==> config.mk <==
export PLATFORM = sky130hd
export DESIGN_NAME = pmcs_ctrl
export DESIGN_NICKNAME = d
export VERILOG_FILES = /design/src/verilog/pmcs_pkg.sv /design/src/verilog/pmcs_ctrl.sv
export SDC_FILE = /design/constraint.sdc
export NUM_CORES = 1
export LEC_CHECK = 0
export ABC_AREA = 1
export BUFFER_PORTS_ARGS = -buffer_cell sky130_fd_sc_hd__buf_2
export CAP_MARGIN = 20
export CORE_UTILIZATION = 46
export DETAILED_ROUTE_END_ITERATION = 16
export PLACE_DENSITY = 0.79
export SYNTH_ARGS = -nofsm -noshare
export SYNTH_HDL_FRONTEND = slang
export SYNTH_SLANG_ARGS = --single-unit
==> constraint.sdc <==
create_clock -name pclk -period 1.6 [get_ports pclk]
set_input_delay 0.32 -clock pclk [delete_from_list [all_inputs] [get_ports pclk]]
set_output_delay 0.32 -clock pclk [all_outputs]
set_load 0.05 [all_outputs]
==> src/verilog/pmcs_pkg.sv <==
// Purpose: Constants for the power mode and clock source controller
// Assumes: APB slave, 32-bit data, one word per register
// Notes: Oscillator clocks are modelled as ready levels and half-cycle ticks
package pmcs_pkg;
  localparam logic [11:0] OSC_CTRL_ADDR = 12'h000;   // osc_control_reg
  localparam logic [11:0] TMR_CTRL_ADDR = 12'h004;   // timer_osc_control_reg
  localparam logic [11:0] SLEEP_CMD_ADDR = 12'h008;  // Low-power instruction strobe
  // osc_control_reg fields
  localparam int IDLE_BIT = 7;
  localparam int FREQ_LSB = 4;
  localparam int FREQ_MSB = 6;
  localparam int INT_STABLE_BIT = 2;
  localparam int PRIMARY_RUN_MODE_BIT = 3;
  localparam int SRC_LSB = 0;
  localparam int SRC_MSB = 1;
  // timer_osc_control_reg fields
  localparam int TMR_EN_BIT = 3;
  localparam int SECONDARY_RUN_MODE_BIT = 6;
  localparam logic [2:0] FREQ_RESET = 3'h3;
  localparam logic [1:0] SRC_PRIMARY = 2'h0;
  localparam logic [1:0] SRC_SECONDARY = 2'h1;
  // Five half cycles make two and a half cycles of each source
  localparam logic [2:0] HALF_CYCLES = 3'h5;
  typedef enum logic [1:0] {
    PMCS_CLK_PRI = 2'b00,
    PMCS_CLK_SEC = 2'b01,
    PMCS_CLK_INT = 2'b10
  } pmcs_clk_type;
  typedef enum logic [2:0] {
    PMCS_RUN = 3'b000,
    PMCS_WAIT_NEW = 3'b001,
    PMCS_OLD_HALF = 3'b010,
    PMCS_NEW_HALF = 3'b011,
    PMCS_SLEEP = 3'b100
  } pmcs_state_type;
endpackage : pmcs_pkg

==> src/verilog/pmcs_ctrl.sv <==
// Purpose: Power-managed mode sequencer and system clock source select
// Assumes: Oscillator ready levels and half-cycle ticks arrive synchronous to pclk
// Notes: Clock gating and mux cells sit outside; this block drives their selects
`timescale 1ns/1ps
module pmcs_ctrl (
  input wire logic pclk, // APB clock
  input wire logic presetn, // Async reset, active low
  input wire logic psel, // APB select
  input wire logic penable, // APB enable
  input wire logic pwrite, // APB direction
  input wire logic [11:0] paddr, // APB byte address
  input wire logic [31:0] pwdata, // APB write data
  output logic [31:0] prdata, // APB read data
  output logic pready, // APB ready
  output logic pslverr, // APB error, unmapped address
  input wire logic wake, // Wake event from Sleep or Idle
  input wire logic two_speed_en, // Two-speed start-up enabled
  input wire logic primary_is_internal, // Primary configured as internal block
  input wire logic pri_ready, // Primary oscillator started
  input wire logic sec_ready, // Timer oscillator started
  input wire logic int_fast_stable, // Internal fast oscillator stable
  input wire logic int_fast_sel, // Internal mux output is the fast path
  input wire logic old_half_tick, // Half cycle of the old source
  input wire logic new_half_tick, // Half cycle of the new source
  output logic [1:0] clk_sel, // Active source for the glitch-free mux
  output logic cpu_clk_en, // CPU clock gate
  output logic periph_clk_en, // Peripheral clock gate
  output logic pri_osc_en, // Primary oscillator enable
  output logic sec_osc_en, // Timer oscillator enable
  output logic int_osc_en, // Internal block enable
  output logic [2:0] internal_freq_select, // Internal speed select
  output logic primary_running_flag, // Primary-running status
  output logic internal_stable_flag, // Internal-stable status
  output logic secondary_running_flag // Secondary-running status
);
  typedef struct packed {
    pmcs_pkg::pmcs_state_type st;
    logic [1:0] clock_source_select;
    logic idle_select;
    logic [2:0] freq;
    logic timer_osc_enable;
    pmcs_pkg::pmcs_clk_type cur;
    pmcs_pkg::pmcs_clk_type tgt;
    logic [2:0] cnt;
    logic idle;
    logic rst_hold;
    logic [31:0] rdata;
  } pmcs_regs_type;

  pmcs_regs_type r_q;
  pmcs_regs_type r_d;
  logic wr_en;
  logic rd_en;
  logic mapped;
  logic tgt_ready;
  pmcs_pkg::pmcs_clk_type want;

  function automatic pmcs_pkg::pmcs_clk_type decode_src(input logic [1:0] s);
    if (s[pmcs_pkg::SRC_MSB]) begin
      return pmcs_pkg::PMCS_CLK_INT;
    end
    return (s == pmcs_pkg::SRC_SECONDARY) ? pmcs_pkg::PMCS_CLK_SEC
                                          : pmcs_pkg::PMCS_CLK_PRI;
  endfunction : decode_src

  function automatic logic src_ready(input pmcs_pkg::pmcs_clk_type c, input logic ten,
                                     input logic pr, input logic sr);
    unique case (c)
      pmcs_pkg::PMCS_CLK_PRI: return pr;
      pmcs_pkg::PMCS_CLK_SEC: return ten & sr;
      default: return 1'b1;
    endcase
  endfunction : src_ready

  assign pready = 1'b1;
  assign mapped = (paddr == pmcs_pkg::OSC_CTRL_ADDR) || (paddr == pmcs_pkg::TMR_CTRL_ADDR) ||
                  (paddr == pmcs_pkg::SLEEP_CMD_ADDR);
  assign pslverr = psel & penable & ~mapped;
  assign wr_en = psel & penable & pwrite & mapped;
  assign rd_en = psel & ~penable & ~pwrite;
  assign prdata = r_q.rdata;
  assign want = decode_src(r_q.clock_source_select);
  assign tgt_ready = src_ready(r_q.tgt, r_q.timer_osc_enable, pri_ready, sec_ready);

  always_comb begin
    r_d = r_q;
    r_d.rst_hold = 1'b0;
    // Two-speed start runs from the internal block until the primary is up
    if (r_q.rst_hold && two_speed_en) begin
      r_d.cur = pmcs_pkg::PMCS_CLK_INT;
      r_d.tgt = pmcs_pkg::PMCS_CLK_PRI;
      r_d.st = pmcs_pkg::PMCS_WAIT_NEW;
    end
    if (wr_en && paddr == pmcs_pkg::OSC_CTRL_ADDR) begin
      r_d.idle_select = pwdata[pmcs_pkg::IDLE_BIT];
      r_d.freq = pwdata[pmcs_pkg::FREQ_MSB:pmcs_pkg::FREQ_LSB];
      r_d.clock_source_select = pwdata[pmcs_pkg::SRC_MSB:pmcs_pkg::SRC_LSB];
    end
    if (wr_en && paddr == pmcs_pkg::TMR_CTRL_ADDR) begin
      r_d.timer_osc_enable = pwdata[pmcs_pkg::TMR_EN_BIT];
    end
    unique case (r_q.st)
      pmcs_pkg::PMCS_RUN: begin
        // Any mismatch starts a switch, even internal-as-primary
        if (want != r_q.cur && !r_q.rst_hold) begin
          r_d.tgt = want;
          r_d.st = pmcs_pkg::PMCS_WAIT_NEW;
        end
        if (wr_en && paddr == pmcs_pkg::SLEEP_CMD_ADDR) begin
          if (r_q.idle_select) begin
            r_d.idle = 1'b1;
          end else begin
            r_d.st = pmcs_pkg::PMCS_SLEEP;
          end
        end
        if (r_q.idle && wake) begin
          r_d.idle = 1'b0;
        end
      end
      pmcs_pkg::PMCS_WAIT_NEW: begin
        // Old source keeps clocking while the new one starts
        if (want != r_q.tgt && !(r_q.rst_hold || two_speed_en && r_q.tgt ==
            pmcs_pkg::PMCS_CLK_PRI && want == pmcs_pkg::PMCS_CLK_PRI)) begin
          r_d.tgt = want;
        end
        if (tgt_ready) begin
          r_d.cnt = '0;
          r_d.st = pmcs_pkg::PMCS_OLD_HALF;
        end
      end
      pmcs_pkg::PMCS_OLD_HALF: begin
        if (old_half_tick) begin
          r_d.cnt = 3'(r_q.cnt + 3'h1);
          if (3'(r_q.cnt + 3'h1) == pmcs_pkg::HALF_CYCLES) begin
            r_d.cnt = '0;
            r_d.st = pmcs_pkg::PMCS_NEW_HALF;
          end
        end
      end
      pmcs_pkg::PMCS_NEW_HALF: begin
        if (new_half_tick) begin
          r_d.cnt = 3'(r_q.cnt + 3'h1);
          if (3'(r_q.cnt + 3'h1) == pmcs_pkg::HALF_CYCLES) begin
            r_d.cnt = '0;
            r_d.cur = r_q.tgt;
            r_d.st = pmcs_pkg::PMCS_RUN;
          end
        end
      end
      pmcs_pkg::PMCS_SLEEP: begin
        // Wake leaves idle and source fields as they were
        if (wake) begin
          r_d.tgt = want;
          r_d.st = pmcs_pkg::PMCS_WAIT_NEW;
        end
      end
      default: r_d.st = pmcs_pkg::PMCS_RUN;
    endcase
    if (rd_en) begin
      r_d.rdata = '0;
      if (paddr == pmcs_pkg::OSC_CTRL_ADDR) begin
        r_d.rdata[pmcs_pkg::IDLE_BIT] = r_q.idle_select;
        r_d.rdata[pmcs_pkg::FREQ_MSB:pmcs_pkg::FREQ_LSB] = r_q.freq;
        r_d.rdata[pmcs_pkg::PRIMARY_RUN_MODE_BIT] = primary_running_flag;
        r_d.rdata[pmcs_pkg::INT_STABLE_BIT] = internal_stable_flag;
        r_d.rdata[pmcs_pkg::SRC_MSB:pmcs_pkg::SRC_LSB] = r_q.clock_source_select;
      end else if (paddr == pmcs_pkg::TMR_CTRL_ADDR) begin
        r_d.rdata[pmcs_pkg::TMR_EN_BIT] = r_q.timer_osc_enable;
        r_d.rdata[pmcs_pkg::SECONDARY_RUN_MODE_BIT] = secondary_running_flag;
      end
    end
  end

  always_ff @(posedge pclk or negedge presetn) begin
    if (!presetn) begin
      r_q.st <= pmcs_pkg::PMCS_RUN;
      r_q.clock_source_select <= pmcs_pkg::SRC_PRIMARY;
      r_q.idle_select <= 1'b0;
      r_q.freq <= pmcs_pkg::FREQ_RESET;
      r_q.timer_osc_enable <= 1'b0;
      r_q.cur <= pmcs_pkg::PMCS_CLK_PRI;
      r_q.tgt <= pmcs_pkg::PMCS_CLK_PRI;
      r_q.cnt <= '0;
      r_q.idle <= 1'b0;
      r_q.rst_hold <= 1'b1;
      r_q.rdata <= '0;
    end else begin
      r_q <= r_d;
    end
  end

  logic asleep;
  logic fast_ok;
  assign asleep = (r_q.st == pmcs_pkg::PMCS_SLEEP);
  assign fast_ok = int_fast_sel & int_fast_stable;
  assign clk_sel = r_q.cur;
  assign internal_freq_select = r_q.freq;
  assign cpu_clk_en = ~asleep & ~r_q.idle;
  assign periph_clk_en = ~asleep;
  // Primary is powered while active or being started
  assign pri_osc_en = ~asleep & (r_q.cur == pmcs_pkg::PMCS_CLK_PRI ||
                      r_q.tgt == pmcs_pkg::PMCS_CLK_PRI);
  assign sec_osc_en = r_q.timer_osc_enable;
  assign int_osc_en = ~asleep & (r_q.cur == pmcs_pkg::PMCS_CLK_INT ||
                      r_q.tgt == pmcs_pkg::PMCS_CLK_INT || primary_is_internal);
  // Flags follow the settled source only, so they swap at switch end
  assign primary_running_flag = ~asleep & (r_q.cur == pmcs_pkg::PMCS_CLK_PRI) &
                                (~primary_is_internal | fast_ok);
  assign internal_stable_flag = ~asleep & fast_ok & ((r_q.cur == pmcs_pkg::PMCS_CLK_INT) |
                                (r_q.cur == pmcs_pkg::PMCS_CLK_PRI &
                                primary_is_internal));
  assign secondary_running_flag = ~asleep & (r_q.cur == pmcs_pkg::PMCS_CLK_SEC);
endmodule : pmcs_ctrl

==> reports/results.tsv, run 1 <==
stage	metric	value	unit
power_and_ir_drop	power.density	847	nW/µm²
setup_path	cp_data_required_time	1.28	ns
placement	placed_area	2330	µm²
setup_path	cp_cell_sequence	inv_2 > nand2_4 > nor2_4 > inv_4 > nand2_2 > a21oi_4 > buf_8	
floorplan	initial_core_util	49.8	%
floorplan	num_rows	23	
sta	relSlewSlack	59.5	%
logic_synthesis	synth_warnings	0	
sta	fin_setup_tns	-0.377	ns
logic_synthesis	synth_area_leaders	dfrtp_1 29%, buf_4 14%, nand2_1 13%	
sta	layout_min_cycle_time	1.68	ns
power_and_ir_drop	p_clk_share	18.0	%
global_route	track_usage	20.6	%
drt	drtIter0Drc	92	
sta	fin_ws	-0.0777	ns
floorplan	dieArea	4750	µm²
global_route	grt_use_met1	26.9	%
setup_path	reg2reg_depth	9	
logic_synthesis	synth_edf_count	0	
final_layout	drive_gt1_share	38.4	%
setup_path	worstSetupPathType	reg2out	
status	failed_checks	setup timing	
floorplan	coreArea	4140	µm²
setup_path	crit_path_start_kind	flip-flop	
power_and_ir_drop	power_frac_seq	35.6	%
setup_path	endpoint	primary_running_flag	
power_and_ir_drop	p_int	0.00126	W
logic_synthesis	async_reset_ff_share	100	%
global_route	grt_antenna_before_repair	0	
power_and_ir_drop	switchingPower	0.000920	W
setup_path	cpPeakStageDelay	0.41	ns
drt	via_per_inst	4.73	
drt	wl_per_cell	11.4	µm
setup_path	r2r_slack	0.09	ns
logic_synthesis	synthTopCellsByCount	69 x nand2_1, 38 x buf_4, 36 x inv_1	
setup_path	crit_arrival	1.36	ns
sta	drv_slew	0	
final_layout	utilization	62.1	%
placement	hpwl	3.46	mm
clock_tree	root_buffer	clkbuf_8	
setup_path	critPathLaunch	r_q[49]$_DFF_PN0_	
setup_path	timing.rr.start	r_q[49]$_DFF_PN0_	
global_route	met3_usage	2.14	%
logic_synthesis	yosysSeqAreaShare	32.9	%
setup_path	crit_family	flip-flops	
clock_tree	cts.clk_slew.worst_paths	0.10	ns
logic_synthesis	syn_area_per_cell	7.11	µm²
logic_synthesis	synthCells	290	
placement	place.gp.congestion	0.877	
global_route	grt_overflow	0	
global_route	grt_max_degree	28	
power_and_ir_drop	p_comb_share	46.4	%
logic_synthesis	synth.most_common_cell	nand2_1	
setup_path	cp.depth	7	
final_layout	nNetsFinal	418	
sta	rsz0062_at_grt	yes	
global_route	met2_usage	35.7	%
logic_synthesis	synth_seq_cells	27	
sta	max_freq	596	MHz
sta	fin_skew	0.00749	ns
power_and_ir_drop	switching_share	42.2	%
global_route	grt_busiest_layer	met2	
drt	vias	1926	
clock_tree	cts.path.max_buffers	2	
clock_tree	cts_tree	built	
logic_synthesis	netlist_area	2060	µm²
sta	setup_violations	7	
clock_tree	cts_hold_buffers	0	
logic_synthesis	ys.flop_type	dfrtp_1	
sta	hold_violations	0	
power_and_ir_drop	power	0.00218	W
status	run_status	finished with violations	
power_and_ir_drop	p_leak	1.38	nW
drt	dr.pass1.iters	4	
clock_tree	clkSinkCount	27	
drt	drt_wl_total	4.66	mm
final_layout	fillers	382	
final_layout	n_antenna_cell	0	
clock_tree	insertion_delay	0.27	ns
worst_hold_path	min_path_type	in2async	
setup_path	rr_endpoint	clk_sel[1]$_DFF_PN0_	
final_layout	syn2layout_area_growth	24.9	%
setup_path	crit_buf_inv	3	
setup_path	crit_path_max_fanout	4	
flow_run	maxCapViolCount	0	
floorplan	top_level_ports	105	
final_layout	final_area	2570	µm²
logic_synthesis	ys_types	30	
floorplan	die_x	69.0	µm
power_and_ir_drop	vdd_drop_max	0.000457	V
floorplan	die_h	69.0	µm
logic_synthesis	yosysTopAreaCell	dfrtp_1	
global_route	grt_pass1_wl	7.29	mm
clock_tree	numCtsBuffers	3	
sta	min_period_over_period	105	%
sta	worstMarginPinSlew	0.608	ns
drt	ant_nets	0	
logic_synthesis	yosysTopAreaCellShare	29.1	%
clock_tree	h-tree-depth	1	
setup_path	critPathSlowestCell	dfrtp_1	
placement	portBuffers	54	
setup_path	crit_path_end_kind	primary output	
drt	drc	0	
global_route	grt_pass1_vias	1697	
-- cells in the final DEF (no fill, tap or decap), drive strengths merged --
cell,n
nor3,9
a22oi,2
inv,45
a21oi,4
nand2,75
o21ai,21
ha,2
o22ai,1
dfstp,3
buf,79
conb,26
dfrtp,24
or2,1
nor2,28
nand3,24
nand3b,1
nand4,6
clkbuf,4
xnor2,1
o211ai,1
-- cell type report --
class,instances,area (µm²),area share [%]
multi-input combinational,202,1080,42.0
sequential,27,682,26.5
tap,50,62.6,2.43
clock buffer,4,45.0,1.75
inverter,45,171,6.66
timing repair buffer,79,532,20.7
-- flip-flops by register name, indices dropped and copies added, names as in the netlist --
register	flops
clk_sel	2
prdata	8
r_q	13
internal_freq_select	3
sec_osc_en	1
-- how the worst min path moves through the flow --
stage | end | slack [ns] | cells after the start
final | r_q[46]$_DFFE_PN0P_ | 0.05 | 1
after global routing | sec_osc_en$_DFFE_PN0P_ | 0.07 | 1
after CTS | r_q[46]$_DFFE_PN0P_ | 0.07 | 1
after detailed placement | sec_osc_en$_DFFE_PN0P_ | 0.36 | 1
after global placement | internal_freq_select[2]$_DFFE_PN0P_ | 0.36 | 1
after floorplan | clk_sel[0]$_DFF_PN0_ | 0.02 | 0
-- cell families after synthesis --
family,count (synthesis),synth area share [%]
other,2,0.364
AND/OR/NAND/NOR,144,32.9
XOR/XNOR,1,0.425
buffers and inverters,85,22.8
adder cells (fa/ha/maj),2,1.21
AO/OA/AOI/OAI,29,9.28
flip-flops,27,32.9
-- through the flow --
step / hold WS [ns] / std cells / setup slack (ns)
final: 0.0459 / 407 / -0.0777
after global routing: 0.0744 / 407 / -0.143
after CTS: 0.0653 / 402 / -0.0816
after detailed placement: 0.364 / 392 / -0.0389
after global placement: 0.357 / 392 / -0.0571
after floorplan: 0.0244 / 314 / -0.0233
-- power by group through the flow --
stage | Combinational [W] | Sequential (W) | Clock [W]
after floorplan | 0.000691 | 0.000785 | 0
after global placement | 0.000823 | 0.000790 | 0
after detailed placement | 0.000838 | 0.000792 | 0
after CTS | 0.000928 | 0.000774 | 0.000400
after global routing | 0.00111 | 0.000784 | 0.000428
final | 0.00101 | 0.000777 | 0.000392
-- repair_timing --
action | in CTS | in global routing
endpoints found under the setup margin | 8 | 10
buffers inserted | 6 | 5
gates cloned | 0 | 0
hold endpoints to repair | 0 | 0
pin swaps | 1 | 7
resized for setup | 24 | 14
-- routing by layer --
layer	wire, µm	vias up	part of all wire (%)
li1	-	982	-
met1	2090	876	45
met2	2270	64	49
met3	251	4	5.4
met4	38	0	0.82
met5	0	-	0
(Power assumes the default switching activity.)
==> inputs of run 2 (changes only) <==
PLACE_DENSITY = 0.81   (was 0.79)
clock period = 1.9 ns   (was 1.6 ns; I/O delays follow)
==> run 2 against run 1 <==
Effect of this change:
- the flow now finishes without violations
- power fell by 22%
- flip-flop and latch count unchanged
- design area decreased by 11%
- worst hold slack better by 0.059 ns
- largest power group unchanged
- register-to-register slack better by 0.34 ns
- die area unchanged
- clock skew down 0.0045 ns
==> reports/results.tsv, run 2 (same netlist as run 1, synthesis figures left out) <==
stage	metric	value	unit	change
floorplan	coreArea	4140	µm²	unchanged
sta	rsz0062_at_grt	yes		unchanged
final_layout	final_area	2300	µm²	was 2570 µm²
final_layout	instances_no_fill	388		was 407
final_layout	n_antenna_cell	0		unchanged
clock_tree	root_buffer	clkbuf_8		unchanged
final_layout	final_cell_mix	67 x nand2_1, 51 x buf_2, 36 x inv_1		was 66 x nand2_1, 46 x buf_2, 35 x inv_1
floorplan	top_level_ports	105		unchanged
final_layout	syn2layout_area_growth	11.7	%	was 24.9%
sta	relSlewSlack	60.1	%	was 59.5%
sta	min_period_over_period	96.5	%	
power_and_ir_drop	power	0.00170	W	was 0.00218 W
sta	setup_violations	0		was 7
final_layout	largest_reg_flops	13		unchanged
floorplan	die_h	69.0	µm	unchanged
setup_path	crit_arrival	1.45	ns	was 1.36 ns
drt	drc	0		unchanged
placement	portBuffers	54		unchanged
setup_path	crit_path_end_kind	primary output		unchanged
clock_tree	cts.path.max_buffers	2		unchanged
drt	via_per_inst	4.73		about the same
floorplan	num_rows	23		unchanged
sta	worstMarginPinSlew	0.598	ns	was 0.608 ns
sta	fin_skew	0.00297	ns	was 0.00749 ns
placement	hpwl	3.28	mm	was 3.46 mm
placement	place_ws	0.126	ns	was -0.0389 ns
global_route	grt_antenna_before_repair	0		unchanged
setup_path	crit_path_max_fanout	5		was 4
clock_tree	cts_tree	built		unchanged
setup_path	crit_path_start_kind	flip-flop		unchanged
status	run_status	finished, final reports clean		was finished with violations
clock_tree	h-tree-depth	1		unchanged
clock_tree	cts.clk_slew.worst_paths	0.09	ns	was 0.10 ns
final_layout	drive_gt1_share	31.7	%	was 38.4%
sta	hold_slack	0.105	ns	was 0.0459 ns
global_route	grt_pass1_wl	6.87	mm	was 7.29 mm
global_route	grt_overflow	0		unchanged
power_and_ir_drop	p_leak	1.25	nW	was 1.38 nW
placement	placed_area	2210	µm²	was 2330 µm²
drt	drt_wl_total	4.08	mm	was 4.66 mm
floorplan	die_x	69.0	µm	unchanged
power_and_ir_drop	power.density	739	nW/µm²	was 847 nW/µm²
floorplan	dieArea	4750	µm²	unchanged
worst_hold_path	min_path_type	in2async		unchanged
sta	fin_ws	0.0658	ns	was -0.0777 ns
sta	hold_violations	0		unchanged
sta	layout_min_cycle_time	1.83	ns	
global_route	track_usage	19.5	%	was 20.6%
final_layout	top_register	r_q		unchanged
power_and_ir_drop	vdd_drop_max	0.000422	V	was 0.000457 V
drt	vias	1836		was 1,926
final_layout	fillers	405		was 382
flow_run	maxCapViolCount	0		unchanged
final_layout	layout_commonest_cell	nand2_1		unchanged
clock_tree	numCtsBuffers	3		unchanged
setup_path	worstSetupPathType	reg2out		unchanged
clock_tree	clkSinkCount	27		unchanged
floorplan	initial_core_util	49.8	%	unchanged
setup_path	cp_data_required_time	1.52	ns	was 1.28 ns
placement	placed_cells	380		was 392
global_route	grt_pass1_vias	1601		was 1,697
clock_tree	insertion_delay	0.27	ns	about the same
drt	ant_nets	0		unchanged
placement	place.gp.congestion	0.897		was 0.877
final_layout	nNetsFinal	399		was 418
drt	drtIter0Drc	123		was 92
drt	dr.pass1.iters	4		unchanged
drt	wl_per_cell	10.5	µm	was 11.4 µm
sta	max_freq	545	MHz	
global_route	grt_max_degree	28		unchanged
sta	drv_slew	0		unchanged
[run 2: cell count changes in the layout (fill, tap and decap cells not counted), sizes merged]
cell | before | now
buf | 79 | 60
[run 2: metrics by stage]
| stage | util, % | TNS [ns] |
|---|---|---|
| after CTS | 55.1 | 0 |
| final | 55.6 | 0 |
| after global placement | 53.3 | 0 |
| after global routing | 55.6 | -0.0108 |
| after floorplan | - | 0 |
| after detailed placement | 53.3 | 0 |
[run 2: per-layer routing]
| layer | global-route usage [%] | wire length [µm] | vias up |
|---|---|---|---|
| met5 | 0 | 0 | - |
| met4 | 7.14 | 78 | 0 |
| met3 | 4.11 | 230 | 8 |
| met2 | 30.8 | 1880 | 71 |
| met1 | 25.9 | 1890 | 814 |
| li1 | - | - | 943 |
[run 2: area by class of cell]
cell class / instances / area (µm²) / share of cell area [%]
clock buffer: 4 / 45.0 / 1.96
inverter: 45 / 169 / 7.33
multi-input combinational: 202 / 1020 / 44.1
sequential: 27 / 681 / 29.5
tap: 50 / 62.6 / 2.72
timing repair buffer: 60 / 330 / 14.3
[run 2: what timing repair did]
action,in CTS,in global routing
setup endpoints to repair,3,4
hold buffers,0,0
buffers inserted,3,1
pin swaps,1,1
endpoints found under the hold margin,0,0
resized for setup,3,7
[run 2: path summary, 6_finish.rpt]
kind / slack [ns] / endpoint / startpoint / cells after the start
worst max-delay path: 0.07 / cpu_clk_en / r_q[49]$_DFF_PN0_ / 6
worst min-delay path: 0.10 / internal_freq_select[2]$_DFFE_PN0P_ / presetn / 1
worst max register to register: 0.43 / r_q[38]$_DFF_PN0_ / r_q[49]$_DFF_PN0_ / 11
worst min register to register: 0.48 / prdata[6]$_DFFE_PN0P_ / prdata[6]$_DFFE_PN0P_ / 2
max in group asynchronous: 1.37 / r_q[49]$_DFF_PN0_ / presetn / 1
min in group pclk: 0.31 / internal_freq_select[1]$_DFFE_PN1P_ / pwdata[5] / 3
[run 2: power by group]
part           leakage (nW)  switching [W]  total (W)  internal [W]
combinational         0.873       0.000508   0.000718      0.000210
clock                0.0228       0.000172   0.000323      0.000150
sequential            0.350      0.0000421   0.000662      0.000620
[run 2: critical path: stages (launching register included)]
cell	delay (ns)
dfrtp_2	0.44
inv_2	0.09
nand2_2	0.07
nor2_4	0.17
buf_4	0.15
nor2_1	0.04
buf_2	0.21
